`src/core/tmq_map.svh`:
```
`ifndef TMQ_MAP_SVH
`define TMQ_MAP_SVH
// Register byte addresses
`define TMQ_ADDR_RUN 32'hfffff540
`define TMQ_ADDR_MODE 32'hfffff541
`define TMQ_ADDR_OUT 32'hfffff542
`define TMQ_ADDR_CNT 32'hfffff54c
`define TMQ_ADDR_OVF 32'hfffff545
// Field positions and masks
`define TMQ_RUN_EN_BIT 7
`define TMQ_RUN_MASK 8'h87
`define TMQ_MODE_TRIG_BIT 6
`define TMQ_MODE_EEE_BIT 5
`define TMQ_MODE_MASK 8'h27
`define TMQ_OVF_MASK 8'h01
`define TMQ_OVF_BIT 0
`define TMQ_RUN_CKS_MSB 2
`define TMQ_RUN_CKS_LSB 0
`define TMQ_MODE_MD_MSB 2
`define TMQ_MODE_MD_LSB 0
`define TMQ_REG_RESET 8'h00
`define TMQ_CNT_IDLE 16'hffff
`define TMQ_CNT_ZERO 16'h0000
`endif

```
`src/core/tmq_pkg.sv`:
```
package tmq_pkg;
	typedef enum logic [2:0] {
		TMQ_MODE_INTERVAL = 3'h0,
		TMQ_MODE_EVENT = 3'h1,
		TMQ_MODE_EXT_PULSE = 3'h2,
		TMQ_MODE_ONE_SHOT = 3'h3,
		TMQ_MODE_PWM = 3'h4,
		TMQ_MODE_FREE_RUN = 3'h5,
		TMQ_MODE_PULSE_MEAS = 3'h6,
		TMQ_MODE_BAD = 3'h7
	} tmq_mode_t;
	typedef enum logic [1:0] {
		TMQ_WB_IDLE = 2'b00,
		TMQ_WB_ACK = 2'b01
	} tmq_wb_state_t;
endpackage

```
`src/core/tmq_timer_ctrl.sv`:
```
// The Wishbone register port was chosen for this implementation.
`timescale 1ns/100ps
`include "tmq_map.svh"
//
// Contract
// - Run-control register at fffff540, bits 7 and 2-0 read/write, others read zero, reset to zero.
// - All three control registers accept whole-byte or single-bit access.
// - Enable bit clear stops and resets timer; setting it starts timer.
// - Disabled timer clears overflow flag and the square wave of all four outputs, and sets the counter to all ones.
// - Three-bit clock select divides main clock by 1 through 128 ascending.
// - Clock select written together with enable 0-to-1 applies at once.
// - Rewriting run-control with same value has no side effect.
// - Mode-control at fffff541: trigger bit 6, event enable bit 5, mode bits 2-0.
// - Software trigger acts as external trigger in one-shot or trigger-pulse mode.
// - Software trigger ignored in all other modes.
// - Event enable 0 counts internal clock, 1 counts external event edges.
// - Mode codes 0-6: interval, event, trigger pulse, one-shot, PWM, free-run, measure.
// - Event count mode counts external edges regardless of event enable.
// - Output-control at fffff542: channel m enable at 2m, invert at 2m+1.
// - Invert bit 1 inverts the pin level; 0 leaves it as is.
// - Output disabled drives low, or high when inverted.
// - Output enabled drives the timer square wave.
// - Invert bit changes pin level at once, even with everything disabled.
// - Disabled counter holds all ones but reads back as zero.
// - Overflow flag clears on software write of 0 or enable bit 0.
//
module tmq_timer_ctrl #(
	parameter int PRESCALE_W = 7,
	parameter int CNT_W = 16
) (
	input wire logic clk_i,
	input wire logic rst_i,
	input wire logic wb_cyc_i,
	input wire logic wb_stb_i,
	input wire logic wb_we_i,
	input wire logic [31:0] wb_adr_i,
	input wire logic [31:0] wb_dat_i,
	input wire logic [3:0] wb_sel_i,
	output logic [31:0] wb_dat_o,
	output logic wb_ack_o,
	input wire logic event_trigger_input_pin_i,
	output logic [3:0] timer_output_pin_o,
	output logic [2:0] active_mode_o,
	output logic count_tick_o,
	output logic trigger_pulse_o
);
	import tmq_pkg::*;

	// Prescaler taps and read lanes are laid out for these sizes only
	if (PRESCALE_W != 7 || CNT_W != 16) begin : g_bad_size
		$error("tmq_timer_ctrl: prescaler must be 7 bits and counter 16 bits");
	end

	// ----------------------------------------
	// Register bus
	// ----------------------------------------
	logic [7:0] run_control_reg;
	logic [7:0] mode_control_reg;
	logic [7:0] output_control_reg;
	logic overflow_flag;
	logic [CNT_W-1:0] counter;
	tmq_wb_state_t wb_state;
	tmq_wb_state_t next_wb_state;
	logic [31:0] next_rdata;
	logic wb_req;
	logic wr_run;
	logic wr_mode;
	logic wr_out;
	logic wr_ovf;
	logic [7:0] wr_byte;
	logic [7:0] next_run;
	logic timer_enable_bit;
	logic [2:0] clock_select;
	tmq_mode_t mode;
	logic event_count_enable_bit;

	// Byte lane picked from the low address bits, so single-byte and bit writes work
	assign wb_req = wb_cyc_i && wb_stb_i && (wb_state == TMQ_WB_IDLE);
	always_comb begin
		case (wb_adr_i[1:0])
			2'h0: wr_byte = wb_dat_i[7:0];
			2'h1: wr_byte = wb_dat_i[15:8];
			2'h2: wr_byte = wb_dat_i[23:16];
			default: wr_byte = wb_dat_i[31:24];
		endcase
	end
	function automatic logic lane_on(input logic [1:0] a, input logic [3:0] sel);
		lane_on = sel[a];
	endfunction
	assign wr_run = wb_req && wb_we_i && wb_adr_i == `TMQ_ADDR_RUN && lane_on(wb_adr_i[1:0], wb_sel_i);
	assign wr_mode = wb_req && wb_we_i && wb_adr_i == `TMQ_ADDR_MODE && lane_on(wb_adr_i[1:0], wb_sel_i);
	assign wr_out = wb_req && wb_we_i && wb_adr_i == `TMQ_ADDR_OUT && lane_on(wb_adr_i[1:0], wb_sel_i);
	assign wr_ovf = wb_req && wb_we_i && wb_adr_i == `TMQ_ADDR_OVF && lane_on(wb_adr_i[1:0], wb_sel_i);
	assign next_run = wr_byte & `TMQ_RUN_MASK;

	// Requests are ignored in the ack state, so a strobe held while ack is high is not taken twice
	always_comb begin
		next_wb_state = wb_state;
		case (wb_state)
			TMQ_WB_IDLE: begin
				if (wb_cyc_i && wb_stb_i) begin
					next_wb_state = TMQ_WB_ACK;
				end
			end
			TMQ_WB_ACK: begin
				next_wb_state = TMQ_WB_IDLE;
			end
			default: begin
				next_wb_state = TMQ_WB_IDLE;
			end
		endcase
	end

	always_ff @(posedge clk_i) begin
		if (rst_i) begin
			wb_state <= TMQ_WB_IDLE;
			wb_ack_o <= 1'b0;
		end else begin
			wb_state <= next_wb_state;
			wb_ack_o <= next_wb_state == TMQ_WB_ACK;
		end
	end

	// Read data placed on the lane of the byte address; unmapped reads zero
	always_comb begin
		case (wb_adr_i)
			`TMQ_ADDR_RUN: next_rdata = {24'h00_0000, run_control_reg};
			`TMQ_ADDR_MODE: next_rdata = {16'h0000, mode_control_reg, 8'h00};
			`TMQ_ADDR_OUT: next_rdata = {8'h00, output_control_reg, 16'h0000};
			`TMQ_ADDR_OVF: next_rdata = {16'h0000, 7'h00, overflow_flag, 8'h00};
			// Idle counter sits at all ones yet must read as zero
			`TMQ_ADDR_CNT: next_rdata = {16'h0000, timer_enable_bit ? counter : `TMQ_CNT_ZERO};
			default: next_rdata = 32'h0000_0000;
		endcase
	end

	always_ff @(posedge clk_i) begin
		if (rst_i) begin
			wb_dat_o <= 32'h0000_0000;
		end else if (wb_req && !wb_we_i) begin
			wb_dat_o <= next_rdata;
		end
	end

	// ----------------------------------------
	// Control registers
	// ----------------------------------------
	always_ff @(posedge clk_i) begin
		if (rst_i) begin
			run_control_reg <= `TMQ_REG_RESET;
		end else if (wr_run) begin
			// Clock select and enable land together; same-value write changes nothing
			run_control_reg <= next_run;
		end
	end

	always_ff @(posedge clk_i) begin
		if (rst_i) begin
			mode_control_reg <= `TMQ_REG_RESET;
		end else if (wr_mode) begin
			// Trigger bit is a strobe and never stored
			mode_control_reg <= wr_byte & `TMQ_MODE_MASK;
		end
	end

	always_ff @(posedge clk_i) begin
		if (rst_i) begin
			output_control_reg <= `TMQ_REG_RESET;
		end else if (wr_out) begin
			output_control_reg <= wr_byte;
		end
	end

	assign timer_enable_bit = run_control_reg[`TMQ_RUN_EN_BIT];
	assign clock_select = run_control_reg[`TMQ_RUN_CKS_MSB:`TMQ_RUN_CKS_LSB];
	assign mode = tmq_mode_t'(mode_control_reg[`TMQ_MODE_MD_MSB:`TMQ_MODE_MD_LSB]);
	assign event_count_enable_bit = mode_control_reg[`TMQ_MODE_EEE_BIT];

	// ----------------------------------------
	// Mode decode
	// ----------------------------------------
	logic mode_counts_events;
	logic mode_takes_trigger;
	logic mode_flags_overflow;

	// Prohibited code 7 falls to the default branch and counts like the interval timer
	always_comb begin
		mode_counts_events = 1'b0;
		mode_takes_trigger = 1'b0;
		mode_flags_overflow = 1'b0;
		case (mode)
			TMQ_MODE_INTERVAL: begin
				mode_counts_events = 1'b0;
			end
			TMQ_MODE_EVENT: begin
				mode_counts_events = 1'b1;
			end
			TMQ_MODE_EXT_PULSE: begin
				mode_takes_trigger = 1'b1;
			end
			TMQ_MODE_ONE_SHOT: begin
				mode_takes_trigger = 1'b1;
			end
			TMQ_MODE_PWM: begin
				mode_takes_trigger = 1'b0;
			end
			TMQ_MODE_FREE_RUN: begin
				mode_flags_overflow = 1'b1;
			end
			TMQ_MODE_PULSE_MEAS: begin
				mode_flags_overflow = 1'b1;
			end
			default: begin
				mode_counts_events = 1'b0;
			end
		endcase
	end

	// ----------------------------------------
	// Prescaler and count enable
	// ----------------------------------------
	logic [PRESCALE_W-1:0] prescale;
	logic [PRESCALE_W:0] tap;
	logic internal_tick;
	logic [2:0] evt_sync;
	logic evt_edge;
	logic evt_level;
	logic count_en;

	// Free divider restarts with the timer so the first tick is a full period
	always_ff @(posedge clk_i) begin
		if (rst_i || !timer_enable_bit) begin
			prescale <= '0;
		end else begin
			prescale <= prescale + 1'b1;
		end
	end

	genvar gi;
	assign tap[0] = 1'b1;
	generate
		for (gi = 1; gi <= PRESCALE_W; gi++) begin : g_tap
			assign tap[gi] = &prescale[gi-1:0];
		end
	endgenerate
	assign internal_tick = tap[clock_select];

	// Three-stage sync; a rising edge counts once stages two and three both read high
	always_ff @(posedge clk_i) begin
		if (rst_i) begin
			evt_sync <= 3'h0;
		end else begin
			evt_sync <= {evt_sync[1:0], event_trigger_input_pin_i};
		end
	end

	always_ff @(posedge clk_i) begin
		if (rst_i) begin
			evt_level <= 1'b0;
		end else if (evt_sync[1] == evt_sync[2]) begin
			evt_level <= evt_sync[2];
		end
	end
	assign evt_edge = evt_sync[2] && evt_sync[1] && !evt_level;

	always_comb begin
		if (mode_counts_events || event_count_enable_bit) begin
			count_en = evt_edge;
		end else begin
			count_en = internal_tick;
		end
	end

	// ----------------------------------------
	// Counter, overflow, trigger
	// ----------------------------------------
	logic sw_trigger;
	logic [3:0] square;
	logic cnt_started;
	logic cnt_wrap;

	// First count after enable only leaves the all-ones idle value; no wrap there
	always_ff @(posedge clk_i) begin
		if (rst_i || !timer_enable_bit) begin
			cnt_started <= 1'b0;
		end else if (count_en) begin
			cnt_started <= 1'b1;
		end
	end
	assign cnt_wrap = count_en && cnt_started && counter == `TMQ_CNT_IDLE;

	always_ff @(posedge clk_i) begin
		if (rst_i || !timer_enable_bit) begin
			counter <= `TMQ_CNT_IDLE;
		end else if (count_en) begin
			counter <= counter + 1'b1;
		end
	end

	// Overflow set wins over a software clear in the same cycle
	always_ff @(posedge clk_i) begin
		if (rst_i || !timer_enable_bit) begin
			overflow_flag <= 1'b0;
		end else if (cnt_wrap && mode_flags_overflow) begin
			overflow_flag <= 1'b1;
		end else if (wr_ovf && !wr_byte[`TMQ_OVF_BIT]) begin
			overflow_flag <= 1'b0;
		end
	end

	assign sw_trigger = wr_mode && wr_byte[`TMQ_MODE_TRIG_BIT] && timer_enable_bit
		&& mode_takes_trigger;

	// Trigger only visible as a pulse; the pulse generators sit outside this block
	always_ff @(posedge clk_i) begin
		if (rst_i) begin
			trigger_pulse_o <= 1'b0;
		end else begin
			trigger_pulse_o <= sw_trigger;
		end
	end

	always_ff @(posedge clk_i) begin
		if (rst_i) begin
			count_tick_o <= 1'b0;
		end else begin
			count_tick_o <= count_en && timer_enable_bit;
		end
	end

	always_ff @(posedge clk_i) begin
		if (rst_i) begin
			active_mode_o <= 3'h0;
		end else begin
			active_mode_o <= mode_control_reg[`TMQ_MODE_MD_MSB:`TMQ_MODE_MD_LSB];
		end
	end

	// ----------------------------------------
	// Output control
	// ----------------------------------------
	// Square wave toggles on counter wrap; detailed per-mode waveform lives elsewhere
	always_ff @(posedge clk_i) begin
		if (rst_i || !timer_enable_bit) begin
			square <= 4'h0;
		end else if (cnt_wrap) begin
			square <= ~square;
		end
	end

	// Pin register follows invert bit immediately, even when disabled
	logic [3:0] next_pin;
	generate
		for (gi = 0; gi < 4; gi++) begin : g_pin
			assign next_pin[gi] = (output_control_reg[2*gi] & square[gi])
				^ output_control_reg[2*gi+1];
		end
	endgenerate

	always_ff @(posedge clk_i) begin
		if (rst_i) begin
			timer_output_pin_o <= 4'h0;
		end else begin
			timer_output_pin_o <= next_pin;
		end
	end
endmodule

```
`config.mk`:
```
export PLATFORM = sky130hd
export DESIGN_NAME = tmq_timer_ctrl
export DESIGN_NICKNAME = d
export VERILOG_FILES = /design/src/core/tmq_pkg.sv /design/src/core/tmq_timer_ctrl.sv
export VERILOG_INCLUDE_DIRS = /design/src /design/src/core
export SDC_FILE = /design/constraint.sdc
export NUM_CORES = 1
export LEC_CHECK = 0
export ABC_CLOCK_PERIOD_IN_PS = 2950
export BUFFER_PORTS_ARGS = -buffer_cell sky130_fd_sc_hd__buf_2
export CORE_ASPECT_RATIO = 0.8
export CORE_MARGIN = 2
export CORE_UTILIZATION = 51
export CTS_CLUSTER_DIAMETER = 120
export CTS_CLUSTER_SIZE = 8
export DETAILED_ROUTE_END_ITERATION = 12
export PLACE_DENSITY = 0.88
export SLEW_MARGIN = 30
export SYNTH_ARGS = -nofsm -noshare
export SYNTH_HDL_FRONTEND = slang
export SYNTH_SLANG_ARGS = --single-unit
```
`constraint.sdc`:
```
create_clock -name clk_i -period 2.95 [get_ports clk_i]
set_input_delay 0.59 -clock clk_i [delete_from_list [all_inputs] [get_ports clk_i]]
set_output_delay 0.59 -clock clk_i [all_outputs]
set_load 0.01 [all_outputs]
```
==> summary.txt <==
Reg area: 1700 µm²
largest net degree at the start of global routing: 54
Seq cells post-synth: 85
Worst EP required: 3.23 ns
Pins Over Slew Limit: 0
Overall Global Routing Usage: 24.0%
multi-input logic area: 1950 µm²
slowest CP cell: or4_1
largest stage delay on the critical path: 0.52 ns
setup fix buffers added after clock tree synthesis: 0
endpoints failing setup: 0
Clock transition at path regs: 0.09 ns
Flop pwr share: 50.6%
run status: finished clean
Routed WL per cell: 16.8 µm
leakage: 2.01 nW
number of buffers created by CTS: 9
Die Span Y: 81.1 µm
Syn Inst Count: 400
switching power: 0.497 mW
reg2reg start: prescale[0]
Post-synth top cells: 85 x dfxtp_1, 57 x nor2_1, 23 x a22oi_1
Final Hold Viols: 0
Synth Area in Adders: 1.65%
logic gate share of total power: 5.4%
Clock Power Share: 44.0%
Final Skew: 0.0112 ns
CP Cell Sequence: ha_1, and3_1, ha_1, nand2_1, a21oi_1, a311oi_1, o32a_1, buf_12, or4_1, a21oi_1
via count: 3482
Unique masters post-synth: 49
post-detail-place hpwl: 7110 µm
period utilisation layout: 88.4%
actual slew at the worst max-slew pin: 0.629 ns
R2R depth: 10
Max Cap Violations: 0
drt pass-1 iters: 5
Synth Area per Inst: 9.48 µm²
R2R Setup Slk: 0.34 ns
I/O pin cnt: 116
switching share of power: 21.9%
CP Launch Type: register
Max H-tree Level: 3
cts repair resizes: 0
Synth Area in Simple Gates: 24.6%
most common cell in the netlist: dfxtp_1
Core Box Area: 7290 µm²
FMAX: 384 MHz
die area: 8140 µm²
vias in the first global route: 3190
Setup CP Type: reg -> reg
layout cells sized above 1: 28.0%
YS warnings: 0
max reg flops: 24
Critical Path End: overflow_flag
routability cong.: 0.872
Compound-Gate Fraction of Synth Area: 12.4%
IO Port Bufs: 103
DRT antenna net count: 0
RSZ-0062 raised after global routing: no
minimum hold slack: 0.449 ns
Clock Path Buffers: 2
Sink Count: 85
Final nets: 577
xor and xnor area share after synthesis: 2.08%
antenna violations before repair: 0
root buf cell: clkbuf_8
# rows: 28
mux share of post-synthesis cell area: 9.77%
critical path launch point: prescale[0]
Synth async-reset ratio: 0%
crit path DAT: 2.89 ns
Slew HR: 57.8%
Hold Crit Class: reg -> reg
Post-synth EDFFs: 0
Final TNS setup: 0 ns
largest family of logic cells by synthesized area: simple AND/OR/NAND/NOR gates
Clk Latency, worst-skew pair: 0.36 ns
crit end category: register
IR drop worst, VDD: 366 µV
Cell Area, Synth: 3790 µm²
Syn-to-layout area delta: 21.4%
Top FF cell, synth: dfxtp_1
maximum fanout along the worst path: 13
grt total ovfl: 0
Area contributors post-synth: dfxtp_1 45%, nor2_1 5.6%, mux2i_1 5.0%
first-pass GRT wire length: 15100 µm
PwrDens: 494 nW/µm²
WL final: 9950 µm
DRC errors left: 0
CTS Hold Bufs: 0
fillcell total: 597
Synth top area share: 44.9%
Worst Min Path Start: evt_sync[0]
DR iter-0 viols: 196
CTS tree: built
Synth area leader: dfxtp_1
Starting Density: 52.0%
die width: 100 µm
Pint: 1.78 mW
diode count: 0
Via density: 5.87
post-synthesis sequential area ratio: 44.9%
min Tclk post-route: 2.61 ns
worst reg2reg path endpoint: overflow_flag
[power by group through the flow]
| stage | logic (mW) | clock network [mW] | registers (mW) |
|---|---|---|---|
| final | 0.123 | 0.999 | 1.15 |
| after global routing | 0.132 | 1.06 | 1.15 |
| after CTS | 0.123 | 1.01 | 1.15 |
| after detailed placement | 0.121 | 0 | 1.18 |
| after global placement | 0.118 | 0 | 1.18 |
| after floorplan | 0.0699 | 0 | 1.18 |
[metrics by stage]
step           utilization [%]  cell area [µm²]  total power [mW]  setup slack, ns  instances
2_1_floorplan                -             3820              1.25            0.618        408
3_3_place_gp              59.8             4350              1.30            0.270        577
3_5_place_dp              59.8             4350              1.30            0.220        577
4_1_cts                   63.1             4600              2.29            0.354        593
5_1_grt                   63.1             4600              2.34            0.189        593
6_report                  63.1             4600              2.27            0.344        593
[how the worst min path moves through the flow]
| stage | slack, ns | end | cells after the start |
|---|---|---|---|
| 5_1_grt | 0.46 | evt_sync[0] | 2 |
| 3_5_place_dp | 0.43 | evt_sync[1] | 1 |
| 2_1_floorplan | 0.41 | evt_sync[1] | 1 |
| 4_1_cts | 0.45 | evt_sync[0] | 2 |
| 6_report | 0.45 | evt_sync[1] | 1 |
| 3_3_place_gp | 0.44 | evt_sync[1] | 1 |
[metal layers]
layer | vias up | share of wire [%] | GRT usage, %
met5 | - | 0 | 0
met4 | 0 | 1.8 | 8.36
met3 | 20 | 7.9 | 6.63
met2 | 159 | 49 | 41.9
met1 | 1671 | 42 | 28.7
li1 | 1632 | - | -
[cell type report]
| class | count | share of cell area [%] |
|---|---|---|
| clock buffers | 9 | 2.69 |
| clock inverters | 7 | 2.67 |
| inverters | 5 | 0.408 |
| multi-input cells | 288 | 42.3 |
| flip-flops and latches | 85 | 37.0 |
| well taps | 90 | 2.45 |
| repair buffers | 109 | 12.5 |
[placed cells by master (no fill, tap or decap), types with 2 or more instances in the layout]
master	n
bufinv_16	3
nand2b_1	5
nor3b_1	2
and3_1	10
buf_4	5
o31ai_1	3
nor2_1	57
conb_1	9
xor2_1	6
nand3_1	14
nor4_4	2
mux2_2	2
nor2b_1	10
nand2_1	18
ha_1	5
nand4b_1	3
xnor2_1	3
o21ai_0	18
buf_2	103
a22o_1	6
clkinvlp_4	2
dfxtp_1	85
and4_1	4
or3_1	7
mux2i_1	19
or4_1	4
nor3_1	4
clkbuf_8	9
nand4_1	9
a31oi_1	5
and2_1	5
a22oi_1	23
inv_1	5
mux4_2	7
a21oi_1	13
nand3b_1	3
[cells by family (layout without fill, tap and decap cells)]
family | Yosys count | in the layout
compound gates | 72 | 72
xor+xnor | 9 | 9
fa+ha+maj | 5 | 5
buf+inv | 35 | 130
flops | 85 | 85
mux | 28 | 28
other cells | 1 | 9
simple gates | 165 | 165
[worst max-delay path: cells and delay by family, from the launching register on]
family | cells | cell delay, ns
AOI/OAI and AO/OA | 4 | 0.80
buffers and inverters | 1 | 0.23
DFF | 1 | 0.38
and+or+nand+nor | 3 | 0.75
adders and majority gates | 2 | 0.38
Power figures use the tool's default switching activity.
